<file path="src/logic/fp_voter_pkg.sv">
package fp_voter_pkg;

	// register byte offsets on the avalon slave (word aligned)
	localparam logic [3:0] OFS_CTRL    = 4'h0;
	localparam logic [3:0] OFS_STATUS  = 4'h4;
	localparam logic [3:0] OFS_EVENT   = 4'h8;
	localparam logic [3:0] OFS_FLASH   = 4'hC;

	// ctrl register fields
	localparam int CTRL_USER1  = 0;
	localparam int CTRL_USER2  = 1;
	localparam int CTRL_IRQCLR = 2;
	localparam int CTRL_LOGCLR = 3;

	// status word from each slice
	localparam int SW_WIDTH    = 16;
	localparam int SW_ACTIVE   = 0;
	localparam int SW_STANDBY  = 1;
	localparam int SW_EDU_DONE = 2;
	localparam int SW_EDU_BUSY = 3;
	localparam int SW_APP_RUN  = 4;
	localparam int SW_FULL_INT = 5;
	localparam int SW_IO_LOCK  = 6;
	localparam int SW_CFG_DIFF = 7;
	localparam int SW_CO_TRY   = 8;
	localparam int SW_SYS_OK   = 9;
	localparam int SW_SYS_FLT  = 10;
	localparam int SW_ILLEGAL  = 11;
	localparam int SW_HLT_FAIL = 12;

	// flash divider: 40 MHz core clock, half period in cycles
	localparam int          CLK_HZ            = 40_000_000;
	localparam int          FLASH_HALF_MS     = 250;
	localparam logic [31:0] FLASH_HALF_CYCLES = 32'(CLK_HZ / 1000 * FLASH_HALF_MS);

	localparam logic [31:0] CTRL_RESET  = 32'h0000_0000;
	localparam logic [31:0] READ_UNMAP  = 32'h0000_0000;

endpackage

</file>
<file path="src/logic/front_panel_voter_unit.sv">
// What this block does
// - drives twelve front panel lamps
// - two-of-three vote every slice status bit
// - slice health lamps driven directly, unvoted
// - active lamp green only when active
// - standby lamp green when in standby
// - educated lamp steady, flashing, or off
// - run lamp flashes, steady standby, off stopped
// - inhibit flashes on io lock or on config mismatch during a changeover try
// - system lamp green, flash red, off illegal
// - user lamps red, software only
// - latch switch raises interrupt to every processor
// - active ejector open starts changeover
// - failing slice moves processing to standby
// - only the active module starts changeover
// - every changeover logged as event
// - standby keeps diagnostics, accepts state updates
// - watchdog indication from voted watchdog
`timescale 1ns/100ps
`default_nettype none

module front_panel_voter_unit
	import fp_voter_pkg::*;
(
	input  wire logic                core_clk,
	input  wire logic                rst,
	// slice status words and their shared valid strobe
	input  wire logic [SW_WIDTH-1:0] slice_a_status,
	input  wire logic [SW_WIDTH-1:0] slice_b_status,
	input  wire logic [SW_WIDTH-1:0] slice_c_status,
	input  wire logic                status_valid,
	input  wire logic [2:0]          slice_healthy,
	input  wire logic [2:0]          slice_watchdog,
	input  wire logic                latch_top_open,
	input  wire logic                latch_bottom_open,
	input  wire logic                ejector_open,
	// avalon-mm slave
	input  wire logic [3:0]          avs_address,
	input  wire logic                avs_read,
	input  wire logic                avs_write,
	input  wire logic [31:0]         avs_writedata,
	input  wire logic [3:0]          avs_byteenable,
	output logic      [31:0]         avs_readdata,
	output logic                     avs_waitrequest,
	// lamps: green and red drive per bicolour lamp
	output logic      [2:0]          led_health_green,
	output logic      [2:0]          led_health_red,
	output logic                     led_active,
	output logic                     led_standby,
	output logic                     led_educated,
	output logic                     led_run,
	output logic                     led_inhibit,
	output logic                     led_sys_green,
	output logic                     led_sys_red,
	output logic                     led_user1,
	output logic                     led_user2,
	output logic                     led_watchdog,
	output logic      [2:0]          proc_irq,
	output logic                     changeover_req,
	output logic                     standby_update_accept,
	output logic                     event_log_pulse
);

	////////////////////////////////////////////////////////////////////////
	// voting

	logic [SW_WIDTH-1:0] voted;
	logic                wdog_voted;

	assign voted      = (slice_a_status & slice_b_status) |
	                    (slice_a_status & slice_c_status) |
	                    (slice_b_status & slice_c_status);
	assign wdog_voted = (slice_watchdog[0] & slice_watchdog[1]) |
	                    (slice_watchdog[0] & slice_watchdog[2]) |
	                    (slice_watchdog[1] & slice_watchdog[2]);

	logic [SW_WIDTH-1:0] status_q;
	logic                seen_q;

	// lamps other than the user lamps stay dark until the first voted word lands
	always_ff @(posedge core_clk)
	begin
		if (rst)
		begin
			status_q <= '0;
			seen_q   <= 1'b0;
		end
		else if (status_valid)
		begin
			status_q <= voted;
			seen_q   <= 1'b1;
		end
	end

	////////////////////////////////////////////////////////////////////////
	// registers

	logic [31:0] ctrl_q;
	logic [31:0] flash_half_q;
	logic [15:0] event_cnt_q;
	logic        wait_q;
	logic        irq_pend_q;
	logic        co_pulse;

	wire acc     = (avs_read | avs_write) & ~wait_q;
	wire wr_ctrl = acc & avs_write & (avs_address == OFS_CTRL);
	wire wr_flsh = acc & avs_write & (avs_address == OFS_FLASH);

	// one wait state per access so read data come from a flop
	always_ff @(posedge core_clk)
	begin
		if (rst)
			wait_q <= 1'b1;
		else
			wait_q <= ~((avs_read | avs_write) & wait_q);
	end

	assign avs_waitrequest = wait_q;

	always_ff @(posedge core_clk)
	begin
		if (rst)
			ctrl_q <= CTRL_RESET;
		else if (wr_ctrl)
		begin
			for (int i = 0; i < 4; i++)
				if (avs_byteenable[i])
					ctrl_q[i*8 +: 8] <= avs_writedata[i*8 +: 8];
			ctrl_q[CTRL_IRQCLR] <= 1'b0;
			ctrl_q[CTRL_LOGCLR] <= 1'b0;
		end
	end

	always_ff @(posedge core_clk)
	begin
		if (rst)
			flash_half_q <= FLASH_HALF_CYCLES;
		else if (wr_flsh)
		begin
			for (int i = 0; i < 4; i++)
				if (avs_byteenable[i])
					flash_half_q[i*8 +: 8] <= avs_writedata[i*8 +: 8];
		end
	end

	logic [31:0] rd_d;

	always_comb
	begin
		case (avs_address)
			OFS_CTRL:   rd_d = {30'h0000_0000, ctrl_q[CTRL_USER2], ctrl_q[CTRL_USER1]};
			OFS_STATUS: rd_d = {10'h000, irq_pend_q, seen_q, wdog_voted, slice_healthy,
			                    status_q};
			OFS_EVENT:  rd_d = {16'h0000, event_cnt_q};
			OFS_FLASH:  rd_d = flash_half_q;
			default:    rd_d = READ_UNMAP;
		endcase
	end

	always_ff @(posedge core_clk)
	begin
		if (rst)
			avs_readdata <= '0;
		else if (avs_read & wait_q)
			avs_readdata <= rd_d;
	end

	////////////////////////////////////////////////////////////////////////
	// flash divider

	logic [31:0] flash_cnt_q;
	logic        blink_q;

	always_ff @(posedge core_clk)
	begin
		if (rst)
		begin
			flash_cnt_q <= '0;
			blink_q     <= 1'b0;
		end
		else if (flash_cnt_q + 32'h1 >= flash_half_q)
		begin
			flash_cnt_q <= '0;
			blink_q     <= ~blink_q;
		end
		else
			flash_cnt_q <= flash_cnt_q + 32'h1;
	end

	////////////////////////////////////////////////////////////////////////
	// lamps

	wire st_active  = status_q[SW_ACTIVE];
	wire st_standby = status_q[SW_STANDBY];
	wire app_run    = status_q[SW_APP_RUN];

	always_ff @(posedge core_clk)
	begin
		if (rst | ~seen_q)
		begin
			led_health_green <= '0;
			led_health_red   <= '0;
			led_active       <= 1'b0;
			led_standby      <= 1'b0;
			led_educated     <= 1'b0;
			led_run          <= 1'b0;
			led_inhibit      <= 1'b0;
			led_sys_green    <= 1'b0;
			led_sys_red      <= 1'b0;
			led_watchdog     <= 1'b0;
		end
		else
		begin
			led_health_green <= slice_healthy;
			led_health_red   <= ~slice_healthy;
			led_active       <= st_active;
			led_standby      <= st_standby;
			if (~app_run)
				led_educated <= 1'b0;
			else if (status_q[SW_EDU_DONE])
				led_educated <= 1'b1;
			else
				led_educated <= status_q[SW_EDU_BUSY] & blink_q;
			if (st_standby)
				led_run <= 1'b1;
			else if (app_run & status_q[SW_FULL_INT])
				led_run <= blink_q;
			else
				led_run <= 1'b0;
			led_inhibit <= (status_q[SW_IO_LOCK] |
			                (status_q[SW_CO_TRY] & status_q[SW_CFG_DIFF])) & blink_q;
			if (status_q[SW_ILLEGAL])
			begin
				led_sys_green <= 1'b0;
				led_sys_red   <= 1'b0;
			end
			else if (status_q[SW_SYS_FLT] | ~status_q[SW_SYS_OK])
			begin
				led_sys_green <= 1'b0;
				led_sys_red   <= blink_q;
			end
			else
			begin
				led_sys_green <= 1'b1;
				led_sys_red   <= 1'b0;
			end
			led_watchdog <= wdog_voted;
		end
	end

	// user lamps answer only to software
	always_ff @(posedge core_clk)
	begin
		if (rst)
		begin
			led_user1 <= 1'b0;
			led_user2 <= 1'b0;
		end
		else
		begin
			led_user1 <= ctrl_q[CTRL_USER1];
			led_user2 <= ctrl_q[CTRL_USER2];
		end
	end

	////////////////////////////////////////////////////////////////////////
	// removal interlock and changeover

	logic latch_q;
	wire  latch_now  = latch_top_open | latch_bottom_open;
	wire  latch_rise = latch_now & ~latch_q;

	always_ff @(posedge core_clk)
	begin
		if (rst)
			latch_q <= 1'b0;
		else
			latch_q <= latch_now;
	end

	// a new switch event wins over a software clear in the same cycle
	always_ff @(posedge core_clk)
	begin
		if (rst)
			irq_pend_q <= 1'b0;
		else if (latch_rise)
			irq_pend_q <= 1'b1;
		else if (wr_ctrl & avs_byteenable[0] & avs_writedata[CTRL_IRQCLR])
			irq_pend_q <= 1'b0;
	end

	always_ff @(posedge core_clk)
	begin
		if (rst)
			proc_irq <= '0;
		else
			proc_irq <= {3{irq_pend_q}};
	end

	// a standby module never asks; only the active one hands over
	wire  co_cause = st_active & seen_q &
	                 (ejector_open | status_q[SW_HLT_FAIL]);
	logic co_cause_q;

	always_ff @(posedge core_clk)
	begin
		if (rst)
			co_cause_q <= 1'b0;
		else
			co_cause_q <= co_cause;
	end

	assign co_pulse = co_cause & ~co_cause_q;

	always_ff @(posedge core_clk)
	begin
		if (rst)
		begin
			changeover_req  <= 1'b0;
			event_log_pulse <= 1'b0;
		end
		else
		begin
			changeover_req  <= co_cause;
			event_log_pulse <= co_pulse;
		end
	end

	// counter saturates rather than wrapping so a flood stays visible
	always_ff @(posedge core_clk)
	begin
		if (rst)
			event_cnt_q <= '0;
		// a changeover in the clearing cycle still counts once
		else if (co_pulse & wr_ctrl & avs_byteenable[0] & avs_writedata[CTRL_LOGCLR])
			event_cnt_q <= 16'h0001;
		else if (co_pulse & (event_cnt_q != 16'hFFFF))
			event_cnt_q <= event_cnt_q + 16'h1;
		else if (wr_ctrl & avs_byteenable[0] & avs_writedata[CTRL_LOGCLR])
			event_cnt_q <= '0;
	end

	always_ff @(posedge core_clk)
	begin
		if (rst)
			standby_update_accept <= 1'b0;
		else
			standby_update_accept <= seen_q & st_standby;
	end

endmodule

`default_nettype wire

</file>
<file path="config.mk">
export PLATFORM = sky130hd
export DESIGN_NAME = front_panel_voter_unit
export DESIGN_NICKNAME = d
export VERILOG_FILES = /design/src/logic/fp_voter_pkg.sv /design/src/logic/front_panel_voter_unit.sv
export SDC_FILE = /design/constraint.sdc
export NUM_CORES = 1
export LEC_CHECK = 0
export ABC_AREA = 1
export BUFFER_PORTS_ARGS = -buffer_cell sky130_fd_sc_hd__buf_2
export CORE_MARGIN = 2
export CORE_UTILIZATION = 50
export CTS_BUF_LIST = sky130_fd_sc_hd__clkbuf_4 sky130_fd_sc_hd__clkbuf_8
export DETAILED_ROUTE_END_ITERATION = 7
export PLACE_DENSITY = 0.75
export SKIP_CTS_REPAIR_TIMING = 1
export SLEW_MARGIN = 20
export SYNTH_ARGS = -nofsm -noshare
export SYNTH_HDL_FRONTEND = slang
export SYNTH_SLANG_ARGS = --single-unit
</file>
<file path="constraint.sdc">
create_clock -name core_clk -period 2.42 [get_ports core_clk]
set_clock_uncertainty 0.05 [all_clocks]
set_input_delay 0.242 -clock core_clk [delete_from_list [all_inputs] [get_ports core_clk]]
set_output_delay 0.242 -clock core_clk [all_outputs]
set_load 0.005 [all_outputs]
</file>
==> results.toml <==
[yosys]
synth_top_cell_by_area = "dfxtp_1"
async_reset_ff_share_pct = 0
synth-seq-cells = 155
ys.flop_type = "dfxtp_1"
mappedNetlistArea_sq_um = 7512
synth.distinct_cells = 43
syn_area_per_cell_sq_um = 7.293
synth_edf_count = 0
synthCells = 1030
synth_area_leaders = "dfxtp_1 (41%), nand2_1 (10%), inv_1 (6.6%)"
synth_top_area_share_pct = 41.31
synth.yosys.seq_area_share_pct = 41.31
syn_nets = 1166
synth_warnings = 0

[critical_path]
crit_required_ns = 2.76
r2r_end = "flash_cnt_q[20]"
ff2ff_path_depth = 16
worstPathArrival_ns = 3.23
start_kind = "flop"
crit_path_end_kind = "flop"
r2r_setup_slack_ns = -0.46
path_max_fanout = 8
criticalPathCategory = "flop to flop"
worstReg2RegStart = "flash_cnt_q[15]"

[sta]
tightest_slew_ns = 0.6067
maxClockFrequency_mhz = 346.7
maxSlewHeadroom_pct = 59.44
fin_crit_sh_pct = 119.2
rsz0062_at_grt = "true"
setup_viol = 33
holdWs_ns = -0.01078
period_minus_slack_ns = 2.884
final_max_slew_viol_count = 0
setup_ws_ns = -0.4642
hold_viol_final = 4

[route]
drc = 0
num_vias = 8068
drt_first_pass_iters = 6
wirelength_microns = 22880
wl_per_cell_microns = 15.32
drt_iter0_markers = 679
drtAntennaViolNets = 0
vias_per_cell = 5.400

[global_route]
grt_usage_pct = 26.29
overflow = 0
grt_start_max_net_pins = 34
use_met3_pct = 5.230
grt_pass1_vias = 7122
grt_first_pass_wirelength_microns = 34040
top_usage_layer = "met2"
gr-usage-met1_pct = 35.95
antenna_found_initial = 0
use_met2_pct = 41.08

[cells_and_area]
final_common_cell = "nand2_1"
syn2layout_area_growth_pct = 36.24
layout_common_cells = "nand2_1 (200), buf_2 (156), dfxtp_1 (141), inv_1 (129), a21oi_1 (90)"
nets = 1433
final_core_util_pct = 70.15
nFillCells = 1129
regArea_sq_um = 3131
multiInputGateArea_sq_um = 4065
antenna_cells = 0
design_area_sq_um = 10230
drive_above_1_share_pct = 29.31

[die]
dieArea_sq_um = 16020
coreArea_sq_um = 14590
top_level_ports = 157
dieHeight_microns = 126.6
fp-row-count = 44
initial_utilization_pct = 51.49
die_w_microns = 126.6

[place]
post-dp-hpwl_microns = 15860
place_area_sq_um = 8986
io_buffers = 156
gp_congestion = 0.9401

[power_and_ir_drop]
leakage_uw = 0.004659
ir_worst_vdd_mv = 0.5202
p_per_area_nw_per_um2 = 491.1

[clocking]
cts_tree = "yes"
htreeDepth = 4
cts_buffers = 17
clockBufferDepth = 2
clock_latency_ns = 0.46
clock-sinks = 155
root_buffer = "clkbuf_8"
clk_pin_slew_worst_paths_ns = 0.09

[status]
violations = "negative hold slack, negative setup slack"
outcome = "finished, violations left"

[min_path]
holdPathEnd = "status_q[14]"
worstHoldStart = "slice_b_status[14]"
hold_depth = 3
hold_path.class = "input pin to flop"

[run]
cap_violations = 0
==> stage by stage <==
| step | power (uW) | setup TNS, ns | std cells | hold WS (ns) | setup WS, ns |
|---|---|---|---|---|---|
| floorplan | 2894 | -1.368 | 1030 | 0.2644 | -0.05378 |
| global placement | 3076 | -10.44 | 1409 | 0.3529 | -0.3352 |
| detailed placement | 3082 | -12.08 | 1409 | 0.3597 | -0.3791 |
| CTS | 4949 | -13.21 | 1441 | -0.1247 | -0.4178 |
| global route | 5193 | -20.10 | 1494 | -0.003463 | -0.6639 |
| finish | 5027 | -13.19 | 1494 | -0.01078 | -0.4642 |
==> worst max-delay path by stage <==
stage,start,to,slack [ns],cells past startpoint
floorplan,flash_cnt_q[0],flash_cnt_q[9],-0.05,21
global placement,flash_cnt_q[2],flash_cnt_q[16],-0.34,15
detailed placement,flash_cnt_q[2],flash_cnt_q[12],-0.38,16
CTS,flash_cnt_q[2],flash_cnt_q[19],-0.42,16
global route,flash_cnt_q[15],flash_cnt_q[18],-0.66,16
finish,flash_cnt_q[15],flash_cnt_q[20],-0.46,16
==> worst max-delay path, cell delays in order, from the launching register on <==
cell	delay (ns)
dfxtp_1	0.42
nand2_1	0.13
nor2_1	0.17
nand2_1	0.11
nor2_1	0.11
nand2_1	0.10
xor2_2	0.27
inv_1	0.09
ha_1	0.31
a21oi_1	0.14
nand2_1	0.08
nand2_1	0.06
nand2_1	0.06
a21oi_2	0.21
nand3_4	0.17
clkbuf_16	0.21
nor2_1	0.13
==> cell type report <==
type | instances | share of cell area, %
Clock inverter | 14 | 1.320
Multi-Input combinational cell | 701 | 39.72
Sequential cell | 155 | 30.59
Inverter | 137 | 5.049
Tap cell | 184 | 2.249
Timing Repair Buffer | 285 | 18.66
Clock buffer | 18 | 2.421
==> flip-flops by register name (all words and copies together) (netlist names), 2 cells and up <==
| signal | cells |
|---|---|
| led_health_red | 3 |
| event_cnt_q | 16 |
| ctrl_q | 2 |
| flash_half_q | 32 |
| status_q | 16 |
| flash_cnt_q | 32 |
| led_health_green | 3 |
| avs_readdata | 32 |
==> cell usage after synthesis (2+ instances only) <==
library cell,count
nand4_1,12
nand3_2,3
nor2_2,2
nand2_4,2
nor3_1,18
buf_4,2
xor2_1,20
dfxtp_1,155
or2_2,3
a21o_1,4
o221ai_1,9
nor2b_1,2
ha_1,34
a31oi_1,17
o22ai_1,13
nor4_1,2
a21oi_1,93
nand2_1,208
inv_1,132
nor2_4,4
inv_2,4
o21ai_0,83
o21bai_1,2
buf_2,6
clkbuf_1,25
nand3_1,44
nand2_2,2
xnor2_1,5
o211ai_1,9
o21a_1,4
buf_1,2
nor2_1,98
==> report_power, final <==
part           switching (uW)  internal (uW)
clock                    1060            861
combinational             252            216
sequential               37.3           2600
total                    1350           3680
==> cells by family (layout without fill, tap and decap cells) <==
kind of cell / count (synthesis) / in the layout / share of synthesized area (%)
AOI/OAI and AO/OA: 236 / 236 / 17.39
adders and majority gates: 34 / 34 / 5.663
DFF: 155 / 155 / 41.31
buffers and inverters: 174 / 454 / 9.144
xor gates and xnor gates: 25 / 25 / 2.915
and+or+nand+nor: 406 / 406 / 23.58
==> metal layers <==
metal | vias up | share of wire [%]
met2 | 352 | 47
met3 | 64 | 7.3
met5 | - | 0
met4 | 0 | 3.0
li1 | 3909 | -
met1 | 3743 | 43
Note: power is estimated with default switching activity, not from simulation.
